### config.mk
export PLATFORM = sky130hd
export DESIGN_NAME = ticc_top
export DESIGN_NICKNAME = d
export VERILOG_FILES = /design/src/ticc_pkg.sv /design/src/ticc_filter.sv /design/src/ticc_top.sv
export SDC_FILE = /design/constraint.sdc
export NUM_CORES = 1
export LEC_CHECK = 0
export ABC_AREA = 1
export CORE_UTILIZATION = 40
export DETAILED_ROUTE_END_ITERATION = 10
export DONT_BUFFER_PORTS = 1
export PLACE_DENSITY = 0.63
export REMOVE_ABC_BUFFERS = 1
export SLEW_MARGIN = 20
export SYNTH_ARGS = -nofsm -noshare
export SYNTH_HDL_FRONTEND = slang
export SYNTH_HIERARCHICAL = 1
export SYNTH_SLANG_ARGS = --single-unit
### constraint.sdc
create_clock -name clock -period 2.7 [get_ports clock]
set_input_delay 0.27 -clock clock [delete_from_list [all_inputs] [get_ports clock]]
set_output_delay 0.27 -clock clock [all_outputs]
set_load 0.01 [all_outputs]
### src/ticc_pkg.sv
// package for the timer input capture channel configuration block
// assumes a single 40 MHz clock and an APB register port
package ticc_pkg;
  localparam int          CLK_HZ            = 40_000_000;
  localparam logic [11:0] OFS_CHAN_CFG      = 12'h018;
  localparam logic [11:0] OFS_CHAN_EN       = 12'h020;
  localparam logic [31:0] RST_CHAN_CFG      = 32'h0000_0000;
  localparam int          POS_CH0_ROUTE     = 0;
  localparam int          POS_CH0_DIV       = 2;
  localparam int          POS_CH0_FILT      = 4;
  localparam int          POS_CH1_ROUTE     = 8;
  localparam int          POS_CH1_DIV       = 10;
  localparam int          POS_CH1_FILT      = 12;
  localparam int          POS_CH0_EN        = 0;
  localparam int          POS_CH1_EN        = 4;
  localparam int          CFG_USED_BITS     = 16;
  localparam logic [1:0]  ROUTE_OUTPUT      = 2'b00;
  localparam logic [1:0]  ROUTE_OWN         = 2'b01;
  localparam logic [1:0]  ROUTE_NEIGHBOUR   = 2'b10;
  localparam logic [1:0]  ROUTE_TRIGGER     = 2'b11;
  // dead-time sampling clock divider, ratio to the kernel clock
  localparam logic [7:0]  DTS_DIV_DEFAULT   = 8'h01;
endpackage : ticc_pkg

### src/ticc_filter.sv
// digital glitch filter plus edge prescaler for one capture channel
// assumes input already synchronised, dts_tick is a one-cycle enable
`timescale 1ns/1ps
module ticc_filter
  import ticc_pkg::*;
(
  input  wire logic       clock,
  input  wire logic       resetn,
  input  wire logic       raw_in,
  input  wire logic       dts_tick,
  input  wire logic [3:0] filter_sel,
  input  wire logic [1:0] edge_divider,
  input  wire logic       active_bit,
  input  wire logic       edge_in,
  output logic            filt_out,
  output logic            capture_pulse
);
  logic [4:0] div_ff;
  logic [4:0] dts_cnt_ff;
  logic [3:0] run_ff;
  logic       prev_ff;
  logic       filt_ff;
  logic [2:0] psc_ff;
  logic [3:0] need;
  logic [4:0] ratio;
  logic       samp;
  logic       cap_ff;

  always_comb
  begin
    ratio = 5'd0;
    need  = 4'd1;
    case (filter_sel)
      4'h0: need = 4'd1;
      4'h1: need = 4'd2;
      4'h2: need = 4'd4;
      4'h3: need = 4'd8;
      4'h4: begin ratio = 5'd1;  need = 4'd6; end
      4'h5: begin ratio = 5'd1;  need = 4'd8; end
      4'h6: begin ratio = 5'd3;  need = 4'd6; end
      4'h7: begin ratio = 5'd3;  need = 4'd8; end
      4'h8: begin ratio = 5'd7;  need = 4'd6; end
      4'h9: begin ratio = 5'd7;  need = 4'd8; end
      4'ha: begin ratio = 5'd15; need = 4'd5; end
      4'hb: begin ratio = 5'd15; need = 4'd6; end
      4'hc: begin ratio = 5'd15; need = 4'd8; end
      4'hd: begin ratio = 5'd31; need = 4'd5; end
      4'he: begin ratio = 5'd31; need = 4'd6; end
      default: begin ratio = 5'd31; need = 4'd8; end
    endcase
    samp = (filter_sel < 4'h4) ? 1'b1 : (dts_tick && (dts_cnt_ff == ratio));
  end

  // divide the sampling clock by 2..32
  always_ff @(posedge clock)
  begin
    if (!resetn)
      dts_cnt_ff <= 5'd0;
    else if (dts_tick)
      dts_cnt_ff <= (dts_cnt_ff >= ratio) ? 5'd0 : dts_cnt_ff + 5'd1;
  end

  // count equal consecutive samples; restart on a change
  always_ff @(posedge clock)
  begin
    if (!resetn)
    begin
      run_ff  <= 4'd0;
      prev_ff <= 1'b0;
      filt_ff <= 1'b0;
    end
    else if (filter_sel == 4'h0)
    begin
      filt_ff <= raw_in;
      prev_ff <= raw_in;
      run_ff  <= 4'd0;
    end
    else if (samp)
    begin
      prev_ff <= raw_in;
      if (raw_in != prev_ff)
        run_ff <= 4'd1;
      else if (run_ff < need)
        run_ff <= run_ff + 4'd1;
      if ((raw_in == prev_ff) && (run_ff + 4'd1 >= need))
        filt_ff <= raw_in;
    end
  end

  // edge prescaler, count held at zero while the channel is off
  always_ff @(posedge clock)
  begin
    if (!resetn || !active_bit)
    begin
      psc_ff <= 3'd0;
      cap_ff <= 1'b0;
    end
    else
    begin
      cap_ff <= 1'b0;
      if (edge_in)
      begin
        case (edge_divider)
          2'b00: begin cap_ff <= 1'b1; psc_ff <= 3'd0; end
          2'b01: begin cap_ff <= psc_ff[0]; psc_ff <= {2'b00, ~psc_ff[0]}; end
          2'b10: begin cap_ff <= (psc_ff[1:0] == 2'd3); psc_ff <= {1'b0, psc_ff[1:0] + 2'd1}; end
          default: begin cap_ff <= (psc_ff == 3'd7); psc_ff <= psc_ff + 3'd1; end
        endcase
      end
    end
  end

  assign filt_out      = filt_ff;
  assign capture_pulse = cap_ff;

  AST_PSC_OFF: assert property (@(posedge clock) disable iff (!resetn)
    !active_bit |=> (psc_ff == 3'd0)) else $error("prescaler not cleared");
  AST_BYPASS: assert property (@(posedge clock) disable iff (!resetn)
    (filter_sel == 4'h0) |=> (filt_ff == $past(raw_in))) else $error("bypass broken");
  AST_DIV1: assert property (@(posedge clock) disable iff (!resetn)
    (active_bit && edge_divider == 2'b00 && edge_in) |=> cap_ff) else $error("missed capture");
  AST_HOLD: assert property (@(posedge clock) disable iff (!resetn)
    (filter_sel != 4'h0 && !samp) |=> $stable(filt_ff)) else $error("filter moved unsampled");
endmodule : ticc_filter

### src/ticc_top.sv
// two-channel capture input configuration with an APB register port
// assumes channel inputs are asynchronous pins; one 40 MHz clock
//
// Function
// - apart from code zero, the filter samples continuously and accepts a level only after enough equal samples.
// - code zero bypasses; codes one to three sample at the kernel clock needing 2, 4, 8 samples.
// - codes four to fifteen sample at divided dead-time rates needing 6/8 or 5/6/8 samples.
// - the prescaler captures on every 1st, 2nd, 4th or 8th valid edge.
// - the prescaler count is cleared while the channel enable is zero.
// - channel 0 fields sit at 7:4 and 3:2, channel 1 at 15:12 and 11:10.
// - route fields at 1:0 and 9:8 mean the same in capture and compare use.
// - route 00 is output, 01 own input, 10 neighbour input, 11 internal trigger.
// - a route field changes only while its channel enable is cleared.
`timescale 1ns/1ps
module ticc_top
  import ticc_pkg::*;
(
  input  wire logic        clock,
  input  wire logic        resetn,
  input  wire logic        psel,
  input  wire logic        penable,
  input  wire logic        pwrite,
  input  wire logic [11:0] paddr,
  input  wire logic [31:0] pwdata,
  output logic      [31:0] prdata,
  output logic             pready,
  output logic             pslverr,
  input  wire logic        channel0_raw_input,
  input  wire logic        channel1_raw_input,
  input  wire logic        internal_trigger_select,
  input  wire logic [7:0]  dts_ratio,
  output logic             ch0_capture,
  output logic             ch1_capture,
  output logic             ch0_is_output,
  output logic             ch1_is_output
);
  ////////////////////////////////////////////////////////////////////////////
  logic [15:0] cfg_ff;
  logic [1:0]  en_ff;
  logic [31:0] prdata_ff;
  logic        pready_ff;
  logic        pslverr_ff;
  logic [1:0]  s0_ff, s1_ff;
  logic [1:0]  is_ff;
  logic [7:0]  dts_cnt_ff;
  logic        dts_tick;
  logic        f0, f1, p0_ff, p1_ff, t_prev_ff;
  logic        e0, e1, c0, c1;
  logic        cap0_ff, cap1_ff, out0_ff, out1_ff;
  logic        wr, rd;

  // writes commit on the edge that completes the transfer, with pready high
  assign wr = psel && penable && pwrite && pready_ff;
  assign rd = psel && penable && !pwrite && !pready_ff;

  ////////////////////////////////////////////////////////////////////////////
  // apb slave: one wait state, unmapped address answers pslverr
  always_ff @(posedge clock)
  begin
    if (!resetn)
    begin
      pready_ff  <= 1'b0;
      pslverr_ff <= 1'b0;
      prdata_ff  <= 32'h0000_0000;
    end
    else
    begin
      pready_ff  <= psel && penable && !pready_ff;
      pslverr_ff <= psel && penable && !pready_ff && (paddr != OFS_CHAN_CFG) && (paddr != OFS_CHAN_EN);
      prdata_ff  <= 32'h0000_0000;
      if (rd && paddr == OFS_CHAN_CFG)
        prdata_ff <= {16'h0000, cfg_ff}; // reserved reads zero
      else if (rd && paddr == OFS_CHAN_EN)
        prdata_ff <= {27'h000_0000, en_ff[1], 3'b000, en_ff[0]};
    end
  end

  always_ff @(posedge clock)
  begin
    if (!resetn)
      cfg_ff <= RST_CHAN_CFG[15:0];
    else if (wr && paddr == OFS_CHAN_CFG)
    begin
      cfg_ff[7:2]   <= pwdata[7:2];
      cfg_ff[15:10] <= pwdata[15:10];
      if (!en_ff[0])
        cfg_ff[1:0] <= pwdata[1:0];
      if (!en_ff[1])
        cfg_ff[9:8] <= pwdata[9:8];
    end
  end

  always_ff @(posedge clock)
  begin
    if (!resetn)
      en_ff <= 2'b00;
    else if (wr && paddr == OFS_CHAN_EN)
      en_ff <= {pwdata[POS_CH1_EN], pwdata[POS_CH0_EN]};
  end

  ////////////////////////////////////////////////////////////////////////////
  // pin synchronisers and the dead-time sample enable
  always_ff @(posedge clock)
  begin
    if (!resetn)
    begin
      s0_ff <= 2'b00;
      s1_ff <= 2'b00;
      is_ff <= 2'b00;
      dts_cnt_ff <= 8'h00;
    end
    else
    begin
      s0_ff <= {s0_ff[0], channel0_raw_input};
      s1_ff <= {s1_ff[0], channel1_raw_input};
      is_ff <= {is_ff[0], internal_trigger_select};
      dts_cnt_ff <= (dts_cnt_ff + 8'h01 >= dts_ratio) ? 8'h00 : dts_cnt_ff + 8'h01;
    end
  end
  assign dts_tick = (dts_cnt_ff == 8'h00);

  ////////////////////////////////////////////////////////////////////////////
  // rising edges of filtered inputs and trigger, then route selection
  always_ff @(posedge clock)
  begin
    if (!resetn)
    begin
      p0_ff <= 1'b0;
      p1_ff <= 1'b0;
      t_prev_ff <= 1'b0;
    end
    else
    begin
      p0_ff <= f0;
      p1_ff <= f1;
      t_prev_ff <= is_ff[1];
    end
  end

  function automatic logic route(input logic [1:0] sel, input logic own, input logic nb, input logic trg);
    case (sel)
      ROUTE_OWN:       route = own;
      ROUTE_NEIGHBOUR: route = nb;
      ROUTE_TRIGGER:   route = trg;
      default:         route = 1'b0;
    endcase
  endfunction : route

  assign e0 = route(cfg_ff[POS_CH0_ROUTE +: 2], f0 && !p0_ff, f1 && !p1_ff, is_ff[1] && !t_prev_ff);
  assign e1 = route(cfg_ff[POS_CH1_ROUTE +: 2], f1 && !p1_ff, f0 && !p0_ff, is_ff[1] && !t_prev_ff);

  ticc_filter u_ch0 (
    .clock        (clock),
    .resetn       (resetn),
    .raw_in       (s0_ff[1]),
    .dts_tick     (dts_tick),
    .filter_sel   (cfg_ff[POS_CH0_FILT +: 4]),
    .edge_divider (cfg_ff[POS_CH0_DIV +: 2]),
    .active_bit   (en_ff[0]),
    .edge_in      (e0),
    .filt_out     (f0),
    .capture_pulse(c0)
  );

  ticc_filter u_ch1 (
    .clock        (clock),
    .resetn       (resetn),
    .raw_in       (s1_ff[1]),
    .dts_tick     (dts_tick),
    .filter_sel   (cfg_ff[POS_CH1_FILT +: 4]),
    .edge_divider (cfg_ff[POS_CH1_DIV +: 2]),
    .active_bit   (en_ff[1]),
    .edge_in      (e1),
    .filt_out     (f1),
    .capture_pulse(c1)
  );

  always_ff @(posedge clock)
  begin
    if (!resetn)
    begin
      cap0_ff <= 1'b0;
      cap1_ff <= 1'b0;
      out0_ff <= 1'b1;
      out1_ff <= 1'b1;
    end
    else
    begin
      cap0_ff <= c0 && (cfg_ff[1:0] != ROUTE_OUTPUT);
      cap1_ff <= c1 && (cfg_ff[9:8] != ROUTE_OUTPUT);
      out0_ff <= (cfg_ff[1:0] == ROUTE_OUTPUT);
      out1_ff <= (cfg_ff[9:8] == ROUTE_OUTPUT);
    end
  end

  assign prdata        = prdata_ff;
  assign pready        = pready_ff;
  assign pslverr       = pslverr_ff;
  assign ch0_capture   = cap0_ff;
  assign ch1_capture   = cap1_ff;
  assign ch0_is_output = out0_ff;
  assign ch1_is_output = out1_ff;

  AST_ROUTE_LOCK: assert property (@(posedge clock) disable iff (!resetn)
    en_ff[0] |=> (cfg_ff[1:0] == $past(cfg_ff[1:0]))) else $error("route changed while active");
  AST_ROUTE_LOCK1: assert property (@(posedge clock) disable iff (!resetn)
    en_ff[1] |=> (cfg_ff[9:8] == $past(cfg_ff[9:8]))) else $error("ch1 route changed while active");
  AST_FIELDS: assert property (@(posedge clock) disable iff (!resetn)
    (wr && paddr == OFS_CHAN_CFG) |=> (cfg_ff[15:10] == $past(pwdata[15:10]))) else $error("field lost");
  AST_OUT_NOCAP: assert property (@(posedge clock) disable iff (!resetn)
    ch0_is_output |-> !ch0_capture) else $error("capture on output");
  AST_PREADY: assert property (@(posedge clock) disable iff (!resetn)
    (psel && penable && !pready_ff) |=> pready_ff) else $error("no ready");
endmodule : ticc_top

==> results of run 1 <==
## metal layers
layer / wire length (um) / GRT usage [%]
met4: 212 / 7.82
met2: 4430 / 27.0
met1: 4310 / 18.3
met5: 0 / 0
met3: 540 / 4.75
## worst paths after layout
check                     startpoint         endpoint  depth (start not counted)
setup / recovery          cfg_ff[13]  u_ch1/run_ff[1]                         15
setup reg to reg          cfg_ff[13]  u_ch1/run_ff[1]                         15
hold / removal    channel1_raw_input         s1_ff[0]                          2
hold reg to reg             is_ff[0]         is_ff[1]                          2
## metrics by stage
| step | std cells | setup TNS, ns | hold WS, ns | area [um^2] | util [%] |
|---|---|---|---|---|---|
| final | 818 | 0 | 0.0278 | 5270 | 44.1 |
| after global routing | 818 | 0 | 0.0161 | 5270 | 44.1 |
| after CTS | 818 | 0 | 0.0139 | 5270 | 44.1 |
| after detailed placement | 803 | 0 | 0.380 | 4970 | 41.6 |
| after global placement | 803 | 0 | 0.380 | 4970 | 41.6 |
| after floorplan | 655 | -0.229 | 0.363 | 4780 | - |
## synthesized netlist by cell type (2+ instances only)
cell type / instances / area [um^2]
nand2_1: 134 / 503
nor2_1: 98 / 368
or2_2: 2 / 12.5
inv_2: 7 / 26.3
xor2_1: 10 / 87.6
a31oi_1: 3 / 18.8
a21oi_1: 34 / 170
nand2_4: 6 / 67.6
nor2_4: 3 / 33.8
inv_1: 98 / 368
o22ai_1: 2 / 12.5
ha_1: 44 / 551
nand3_1: 29 / 145
nor2_2: 20 / 125
buf_6: 2 / 22.5
xnor2_2: 2 / 32.5
o21ai_0: 10 / 50.1
nand3_4: 3 / 52.6
xnor2_1: 5 / 43.8
dfxtp_1: 87 / 1740
a31o_2: 2 / 17.5
o2111ai_1: 2 / 17.5
nand2_2: 5 / 31.3
buf_4: 16 / 120
o21ai_1: 6 / 30.0
buf_2: 7 / 35.0
o21ai_2: 4 / 35.0
nor3_1: 4 / 20.0
o211ai_1: 4 / 30.0
nand4_1: 8 / 50.1
## state kept, by name, summed over array words and instances (netlist names), 4 cells and up
| name | cells |
|---|---|
| u_ch0/dts_cnt_ff | 5 |
| dts_cnt_ff | 8 |
| u_ch1/dts_cnt_ff | 5 |
| cfg_ff | 16 |
| prdata | 16 |
| u_ch1/run_ff | 4 |
| u_ch0/run_ff | 4 |
## worst max-delay path: stages (launching register included)
cell     delay (ns)
dfxtp_1        0.47
nor2_1         0.10
inv_1          0.11
nor2_1         0.05
inv_1          0.10
o21ai_2        0.08
nor2_2         0.17
o21ai_1        0.12
ha_1           0.32
nand2_1        0.05
o21ai_1        0.23
nand2_4        0.11
nand2_2        0.08
nand2_1        0.04
nand2_1        0.07
nor2_2         0.03
## report_power, final
part | switching, uW | internal (uW)
Combinational | 96.6 | 59.2
Clock | 512 | 741
Sequential | 14.4 | 1300
Total | 623 | 2100
## area by class of cell
cell class	count	area (um^2)	area share (%)
Clock buffer	11	243	4.60
Clock inverter	4	53.8	1.02
Inverter	105	394	7.48
Multi-Input combinational cell	463	2650	50.2
Sequential cell	87	1740	33.0
Tap cell	147	184	3.49
Timing Repair Buffer	1	7.51	0.142
## cell families after synthesis
logic type | Yosys count | share of synthesized area, %
xor+xnor | 17 | 3.35
buf+inv | 130 | 11.7
fa+ha+maj | 44 | 11.2
flops | 87 | 35.6
compound gates | 69 | 8.10
other cells | 1 | 0.0766
simple gates | 317 | 30.0
==> run metrics, run 1 <==
status=complete, no violations; clock sink count=87; row count=40; vias per cell=between 4 and 5; n_diodes=0; 1st-iter DRT viols=between 150 and 200; die area=between 10000 and 15000 um^2; Die Wd=between 100 and 150 um; worst hold path class=in -> reg; IO Port Bufs=0; Synth Register Bits=87; Final Setup Violations=0; fmax=about 0.45 GHz; drt pass-1 iters=4; Area growth syn-to-layout=7.61%; die height=approximately 110 um; antenna violations before repair=0; crit path max fanout=8; vias in the first global route=about 3600; clock buffer count from CTS=9; GRT overflow=0; TritonCTS clock tree=yes; peak supply drop=0.000253 V; Fin. Hold Viols=0; fin crit share=between 80 and 90%; Syn Std Cell Area=around 4900 um^2; Post-DRT Antenna Nets=0; Post-CTS Hold Buffers=0; commonest cells after routing, fill and taps aside=nand2_1, inv_1, nor2_1, dfxtp_1, ha_1; Clock Skews=0.0107 ns; drt wl/cell=roughly 12 um; post-CTS setup buffers=0; setup ws final=about 0.47 ns; detailed-route via count=3925; num ports=98; most common cell after layout, fill and taps aside=nand2_1; minimum clock period=2.23 ns; Core ar.=about 12000 um^2; cts repair resizes=0; routability cong.=about 0.83; fraction of layout cells with a size suffix above 1=between 10 and 15%; Skew-Pair Late Insertion Delay=around 0.35 ns; DP Worst Slack=~0.55 ns; max-slew violations=0; fill count=approximately 1200; Worst setup SP type=register; CTS root buf=clkbuf_16; Post-synth top flop=dfxtp_1; first-pass GRT wire length=roughly 16 mm; Post-Synthesis Cells=around 670; Data arrival, critical path=2.46 ns; EDFF count, synth=0; clock buffer depth=2; mean post-synth cell area=~7.4 um^2; PwrDens=~520 nW/um^2; CTS clk-pin slew, worst paths=roughly 0.06 ns; Crit path required time=roughly 2.9 ns; count of cell types in the netlist=38; H-tree depth=3; total track usage=between 10% and 20%; synth warn=6; max cap viols=0; crit path capture type=register; R2R setup slack=about 0.47 ns; critical path class=reg -> reg; Post-DP HPWL=~7.1 mm; Final #Nets=between 700 and 800; register area share after synthesis=roughly 36%; asr flop ratio synth=0%; WL final=about 9.5 mm; pin count of the biggest net entering global routing=43; DRC errors left=0; Starting Density=around two fifths; leakage power total=between 0.002 and 0.003 uW; final total power=2720 uW; RSZ-0062 raised after global routing=false
No activity file was read; power rests on OpenSTA's default activity.
==> run 2: changes to the inputs <==
--- a/config.mk
+++ b/config.mk
@@ -5,7 +5,7 @@
 export SDC_FILE = /design/constraint.sdc
 export NUM_CORES = 1
 export LEC_CHECK = 0
-export ABC_AREA = 1
+export ABC_AREA = 0
 export CORE_UTILIZATION = 40
 export DETAILED_ROUTE_END_ITERATION = 10
 export DONT_BUFFER_PORTS = 1
==> constraint.sdc (replaced) <==
create_clock -name clock -period 2.1 [get_ports clock]
set_input_delay 0.21 -clock clock [delete_from_list [all_inputs] [get_ports clock]]
set_output_delay 0.21 -clock clock [all_outputs]
set_load 0.01 [all_outputs]
==> run metrics, run 2 <==
status=finished, violations left (was complete, no violations); failing checks=setup timing; mean post-synth cell area=9.05 um^2 (was 7.37 um^2); Core ar.=12000 um^2 (unchanged); met3 track utilization from global routing=4.16% (was 4.75%); asr flop ratio synth=0% (unchanged); count of cell types in the netlist=60 (was 38); Commonest cells post-synth=dfxtp_1, nor2_1, ha_1 (was nand2_1, inv_1, nor2_1); commonest cells after routing, fill and taps aside=dfxtp_1, buf_4, nor2_1, ha_1 (was nand2_1, inv_1, nor2_1, dfxtp_1, ha_1); IO Port Bufs=0 (unchanged); max-slew violations=0 (unchanged); RSZ-0062 raised after global routing=true (was false); Final Setup Violations=11 (was 0); post-synth top area share=35.6% (about the same); antenna violations before repair=0 (unchanged); WHS Endpoint=ch0_is_output (was s1_ff[0]); DRC errors left=0 (unchanged); Crit path required time=2.37 ns (was 2.94 ns); grt met1 use=21.7% (was 18.3%); slowest stage cell, crit path=a2111oi_4 (was dfxtp_1); CTS clk-pin slew, worst paths=0.06 ns (about the same); vias per cell=5.24 (was 4.80); num ports=98 (unchanged); fmax=0.448 GHz (was 0.449 GHz); Non-Filler Instances=747 (was 818); fill count=1074 (was 1184); minimum clock period=2.23 ns (about the same); pin count of the biggest net entering global routing=39 (was 43); top post-synthesis cells by area=dfxtp_1, ha_1, nor2_1 (was dfxtp_1, ha_1, nand2_1); slew at the pin closest to its max-slew limit=approximately 0.62 ns; fraction of layout cells with a size suffix above 1=25.8% (was 11.0%); hold depth=1 (was 2); TritonCTS clock tree=yes (unchanged); clock buffer depth=2 (unchanged); die area=12700 um^2 (about the same); Worst setup SP type=register (unchanged); Data arrival, critical path=2.51 ns (was 2.46 ns); Yosys top cell by area=dfxtp_1 (unchanged); max incr delay on CP=0.39 ns (was 0.47 ns); DP Area=5260 um^2 (was 4970 um^2); r2r endpoint=u_ch0/filt_out (was u_ch1/run_ff[1]); crit path max fanout=3 (was 8); Placed Cells=716 (was 803); leakage power total=0.00239 uW (was 0.00262 uW); depth of the most critical reg-to-reg path=9 (was 15); clock buffer count from CTS=9 (unchanged); grt met2 use=30.7% (was 27.0%); Post-Synthesis Cells=541 (was 665); Synth Register Bits=87 (unchanged); peak supply drop=0.000430 V (was 0.000253 V); final instance area=6020 um^2 (was 5270 um^2); Starting Density=40.9% (was 41.0%); clock sink count=87 (unchanged); worst hold path class=in -> reg (unchanged); WL final=11.0 mm (was 9.49 mm); setup ws final=-0.134 ns (was 0.475 ns); min-delay src=resetn (was channel1_raw_input); 1st-iter DRT viols=178 (was 165); Fin. Hold Viols=0 (unchanged); drt pass-1 iters=4 (unchanged); row count=40 (unchanged); CP top delay family=compound AO/OA/AOI/OAI gates (was simple AND/OR/NAND/NOR gates); Slew headroom=slightly below 60%; Die Wd=113 um (about the same); reg2reg start=cfg_ff[7] (was cfg_ff[13]); CTS root buf=clkbuf_16 (unchanged); die height=113 um (about the same); n_diodes=0 (unchanged); Post-DP HPWL=7.68 mm (was 7.07 mm); critical-path cell list=inv_2 > nor2_2 > mux2_4 > a221oi_4 > ha_1 > a2111oi_4 > o32ai_1 > a21oi_1 > mux2i_1 (was nor2_1 > inv_1 > nor2_1 > inv_1 > o21ai_2 > nor2_2 > o21ai_1 > ha_1 > nand2_1 > o21ai_1 > nand2_4 > nand2_2 > nand2_1 > nand2_1 > nor2_2); detailed-route via count=3918 (was 3925); Skew-Pair Late Insertion Delay=0.34 ns (was 0.35 ns); gr busiest metal=met2 (unchanged); R2R setup slack=-0.13 ns (was 0.47 ns); register area share after synthesis=35.6% (about the same); Syn Std Cell Area=4900 um^2 (about the same); max cap viols=0 (unchanged); Final #Nets=699 (was 771); routability cong.=0.827 (was 0.834); total track usage=17.9% (was 15.9%); crit path buf inv count=1 (was 2); drt wl/cell=14.8 um (was 11.6 um); critical path class=reg -> reg (unchanged); Post-synth top flop=dfxtp_1 (unchanged); vias in the first global route=3902 (was 3618); Area growth syn-to-layout=23.0% (was 7.61%); EDFF count, synth=0 (unchanged); crit path capture type=register (unchanged); H-tree depth=3 (unchanged); Clock Skews=0.0101 ns (was 0.0107 ns); GRT overflow=0 (unchanged); synth warn=6 (unchanged); first-pass GRT wire length=18.2 mm (was 15.8 mm); Post-DRT Antenna Nets=0 (unchanged); most common cell after layout, fill and taps aside=dfxtp_1 (was nand2_1); PwrDens=583 nW/um^2 (was 517 nW/um^2); fin crit share=106% (was 82.4%); cell with the most instances after synthesis=dfxtp_1 (was nand2_1)
run 2: cell count changes after synthesis, sizes merged, moves of 15 or more:
cell and delta:
inv -80, nand2 -115, o21ai +15, nor2 -67
a21oi -16, and2 +25
run 2: metal layers:
metal | routed length [um] | up-vias
met5 | 0 | -
met4 | 171 | 0
met3 | 511 | 14
met2 | 5390 | 86
met1 | 4960 | 1847
li1 | - | 1971
run 2: kinds of logic (layout without fill, tap and decap cells):
logic type / Yosys count / after routing / synth area share, %
simple gates: 198 / 198 / 22.1
compound gates: 108 / 108 / 15.5
flops: 87 / 87 / 35.6
buf+inv: 61 / 105 / 7.15
fa+ha+maj: 44 / 44 / 11.2
xor+xnor: 24 / 24 / 4.60
mux: 18 / 18 / 3.78
other cells: 1 / 16 / 0.0766
run 2: worst reg2reg max path, cell delays in order, from the launching register on:
cell and delay (ns):
dfxtp_2 0.33, inv_2 0.08, nor2_2 0.05, mux2_4 0.27, a221oi_4 0.29, ha_1 0.30
a2111oi_4 0.39, o32ai_1 0.12, a21oi_1 0.17, mux2i_1 0.19
run 2: where the power goes:
group	internal [uW]	total (uW)	switching (uW)
Combinational	133	281	148
Sequential	1670	1690	19.7
Clock	847	1540	692
Total	2650	3510	860
run 2: layout make-up:
cell class	count	area, um^2	area share (%)
Clock inverter	5	41.3	0.685
Multi-Input combinational cell	408	3160	52.5
Clock buffer	11	243	4.03
Timing Repair Buffer	64	542	8.99
Tap cell	147	184	3.05
Inverter	25	93.8	1.56
Sequential cell	87	1760	29.2
run 2: how the worst max path moves through the flow:
| stage | start | to | slack [ns] | depth (start not counted) |
|---|---|---|---|---|
| 5_1_grt | cfg_ff[7] | u_ch0/filt_out | -0.30 | 9 |
| 4_1_cts | cfg_ff[15] | u_ch1/filt_out | -0.11 | 9 |
| 3_5_place_dp | cfg_ff[6] | u_ch0/filt_out | -0.24 | 8 |
| 2_1_floorplan | dts_cnt_ff[0] | u_ch0/run_ff[0] | -1.73 | 8 |
| 3_3_place_gp | cfg_ff[6] | u_ch0/filt_out | -0.18 | 8 |
| 6_report | cfg_ff[7] | u_ch0/filt_out | -0.13 | 9 |
run 2: repair_timing:
item / in CTS / in global routing
endpoints found under the hold margin: 13 / 1
gates cloned: 1 / 0
setup endpoints to repair: 30 / 30
gates resized for setup: 59 / 25
pin swaps: 32 / 13
hold buffers: 8 / 1
setup buffers: 2 / 3
run 2: metrics by stage:
| step | setup slack [ns] | hold WS [ns] | util (%) | power [uW] | setup TNS (ns) |
|---|---|---|---|---|---|
| 4_1_cts | -0.107 | 0.00235 | 49.0 | 3550 | -0.280 |
| 5_1_grt | -0.296 | 0.00114 | 50.4 | 3660 | -1.91 |
| 3_3_place_gp | -0.180 | 0.338 | 43.9 | 1950 | -1.59 |
| 3_5_place_dp | -0.239 | 0.341 | 43.9 | 1960 | -2.68 |
| 2_1_floorplan | -1.73 | 0.319 | - | 1890 | -34.46 |
| 6_report | -0.134 | 0.00263 | 50.4 | 3510 | -0.610 |
==> run 3: changes to the inputs <==
--- a/config.mk
+++ b/config.mk
@@ -9,7 +9,7 @@
 export CORE_UTILIZATION = 40
 export DETAILED_ROUTE_END_ITERATION = 10
 export DONT_BUFFER_PORTS = 1
-export PLACE_DENSITY = 0.63
+export PLACE_DENSITY = 0.65
 export REMOVE_ABC_BUFFERS = 1
 export SLEW_MARGIN = 20
 export SYNTH_ARGS = -nofsm -noshare
==> constraint.sdc (replaced) <==
create_clock -name clock -period 1.85 [get_ports clock]
set_input_delay 0.185 -clock clock [delete_from_list [all_inputs] [get_ports clock]]
set_output_delay 0.185 -clock clock [all_outputs]
set_load 0.01 [all_outputs]
==> run metrics, run 3 (synthesized netlist as in run 2, its figures left out) <==
status=finished, violations left (unchanged); failing checks=setup timing (unchanged); CTS root buf=clkbuf_16 (unchanged); Final #Nets=732 (was 699); crit path max fanout=9 (was 3); antenna violations before repair=0 (unchanged); n_diodes=0 (unchanged); Core ar.=12000 um^2 (unchanged); Worst path most repeated cell=buf_4; Final Setup Violations=30 (was 11); Max Used Layer=met4 (unchanged); Placed Cells=729 (was 716); Post-DRT Antenna Nets=0 (unchanged); CTS clk-pin slew, worst paths=0.06 ns (about the same); Area growth syn-to-layout=32.6% (was 23.0%); worst hold path class=in -> reg (unchanged); detailed-route via count=4110 (was 3918); Die Wd=113 um (unchanged); DR WL met3=477 um (was 511 um); fmax=0.426 GHz (was 0.448 GHz); minimum clock period=2.35 ns (was 2.23 ns); pin count of the biggest net entering global routing=39 (unchanged); Post-DP HPWL=7.64 mm (was 7.68 mm); max cap viols=0 (unchanged); max incr delay on CP=0.39 ns (about the same); vias in the first global route=4015 (was 3902); TritonCTS clock tree=yes (unchanged); DP Worst Slack=-0.579 ns (was -0.239 ns); setup ws final=-0.500 ns (was -0.134 ns); GRT overflow=0 (unchanged); Skew-Pair Late Insertion Delay=0.34 ns (about the same); vias per cell=5.28 (was 5.24); drt pass-1 iters=4 (unchanged); met2 wire length=5.75 mm (was 5.39 mm); 1st-iter DRT viols=165 (was 178); total track usage=18.4% (was 17.9%); clock buffer count from CTS=9 (unchanged); leakage power total=0.00256 uW (was 0.00239 uW); routability cong.=0.831 (was 0.827); row count=40 (unchanged); critical path class=reg -> reg (unchanged); DRC errors left=0 (unchanged); Starting Density=40.9% (unchanged); clock sink count=87 (unchanged); post-route met1 wirelength=5.04 mm (was 4.96 mm); max-slew violations=0 (unchanged); fraction of layout cells with a size suffix above 1=32.0% (was 25.8%); IO Port Bufs=0 (unchanged); critical-path cell list=buf_8 > nand2_1 > mux2_2 > nor2_1 > a31oi_1 > o21ai_1 > buf_4 > ha_2 > o21ai_2 > a21oi_4 > nor2_4 > buf_4 > nand3_1 > a21oi_1 (was inv_2 > nor2_2 > mux2_4 > a221oi_4 > ha_1 > a2111oi_4 > o32ai_1 > a21oi_1 > mux2i_1); peak supply drop=0.000543 V (was 0.000430 V); Fin. Hold Viols=0 (unchanged); first-pass GRT wire length=18.5 mm (was 18.2 mm); Worst setup SP type=register (unchanged); Clock Skews=0.00728 ns (was 0.0101 ns); Crit path required time=2.13 ns (was 2.37 ns); fill count=991 (was 1074); Non-Filler Instances=779 (was 747); PwrDens=614 nW/um^2 (was 583 nW/um^2); die height=113 um (unchanged); crit path capture type=register (unchanged); H-tree depth=3 (unchanged); die area=12700 um^2 (unchanged); fin crit share=127% (was 106%); WL final=11.6 mm (was 11.0 mm); RSZ-0062 raised after global routing=true (unchanged); num ports=98 (unchanged); commonest cells after routing, fill and taps aside=dfxtp_1, buf_4, nor2_1, ha_1 (unchanged); clock buffer depth=2 (unchanged); slowest stage cell, crit path=dfxtp_4 (was a2111oi_4); most common cell after layout, fill and taps aside=dfxtp_1 (unchanged); Data arrival, critical path=2.63 ns (was 2.51 ns); drt wl/cell=14.8 um (about the same)
[run 3: through the flow]
step / utilization, % / hold slack (ns) / total power, uW / instance area [um^2] / TNS (ns)
detailed placement: 44.7 / 0.312 / 2230 / 5350 / -9.71
global placement: 44.7 / 0.314 / 2220 / 5350 / -8.38
floorplan: - / 0.294 / 2150 / 4700 / -40.03
global route: 54.3 / 0.0133 / 4130 / 6490 / -9.74
CTS: 51.3 / 0.00296 / 4000 / 6140 / -5.45
finish: 54.3 / 0.00839 / 3980 / 6490 / -6.39
[run 3: power breakdown]
group / internal, uW / total, uW / switching, uW
clock network: 911 / 1690 / 774
registers: 1890 / 1910 / 19.9
logic: 190 / 386 / 196
[run 3: critical path: cells and delay by family (launching register included)]
family                     cells  cell delay, ns
AOI/OAI and AO/OA              5            0.55
muxes                          1            0.26
and+or+nand+nor                4            0.39
DFF                            1            0.39
adders and majority gates      1            0.26
buffers and inverters          3            0.41
[run 3: layout make-up]
class / instances / area, um^2 / share of cell area (%)
clock inverters: 6 / 45.0 / 0.694
flip-flops and latches: 87 / 1760 / 27.2
well taps: 147 / 184 / 2.83
multi-input cells: 408 / 3320 / 51.1
clock buffers: 9 / 225 / 3.47
inverters: 25 / 93.8 / 1.45
repair buffers: 97 / 861 / 13.3
[run 3: timing repair]
action	in CTS	in global routing
gates resized for setup	67	62
hold buffers	19	0
cloned	0	0
pin swaps	45	39
endpoints found under the hold margin	34	0
buffers inserted	10	11
endpoints found under the setup margin	30	30
[run 3: final timing paths]
kind	depth (start not counted)	endpoint	slack [ns]	start
worst min register to register	2	ch0_capture	0.41	u_ch0/capture_pulse
worst max-delay path	14	u_ch1/run_ff[1]	-0.50	cfg_ff[14]
worst min-delay path	2	u_ch0/dts_cnt_ff[0]	0.008	resetn
worst max register to register	14	u_ch1/run_ff[1]	-0.50	cfg_ff[14]
[run 3: layer usage]
layer	global-route usage, %	vias up
met2	31.9	95
met4	7.73	0
met3	3.35	25
met5	0	-
li1	-	2039
met1	22.3	1951
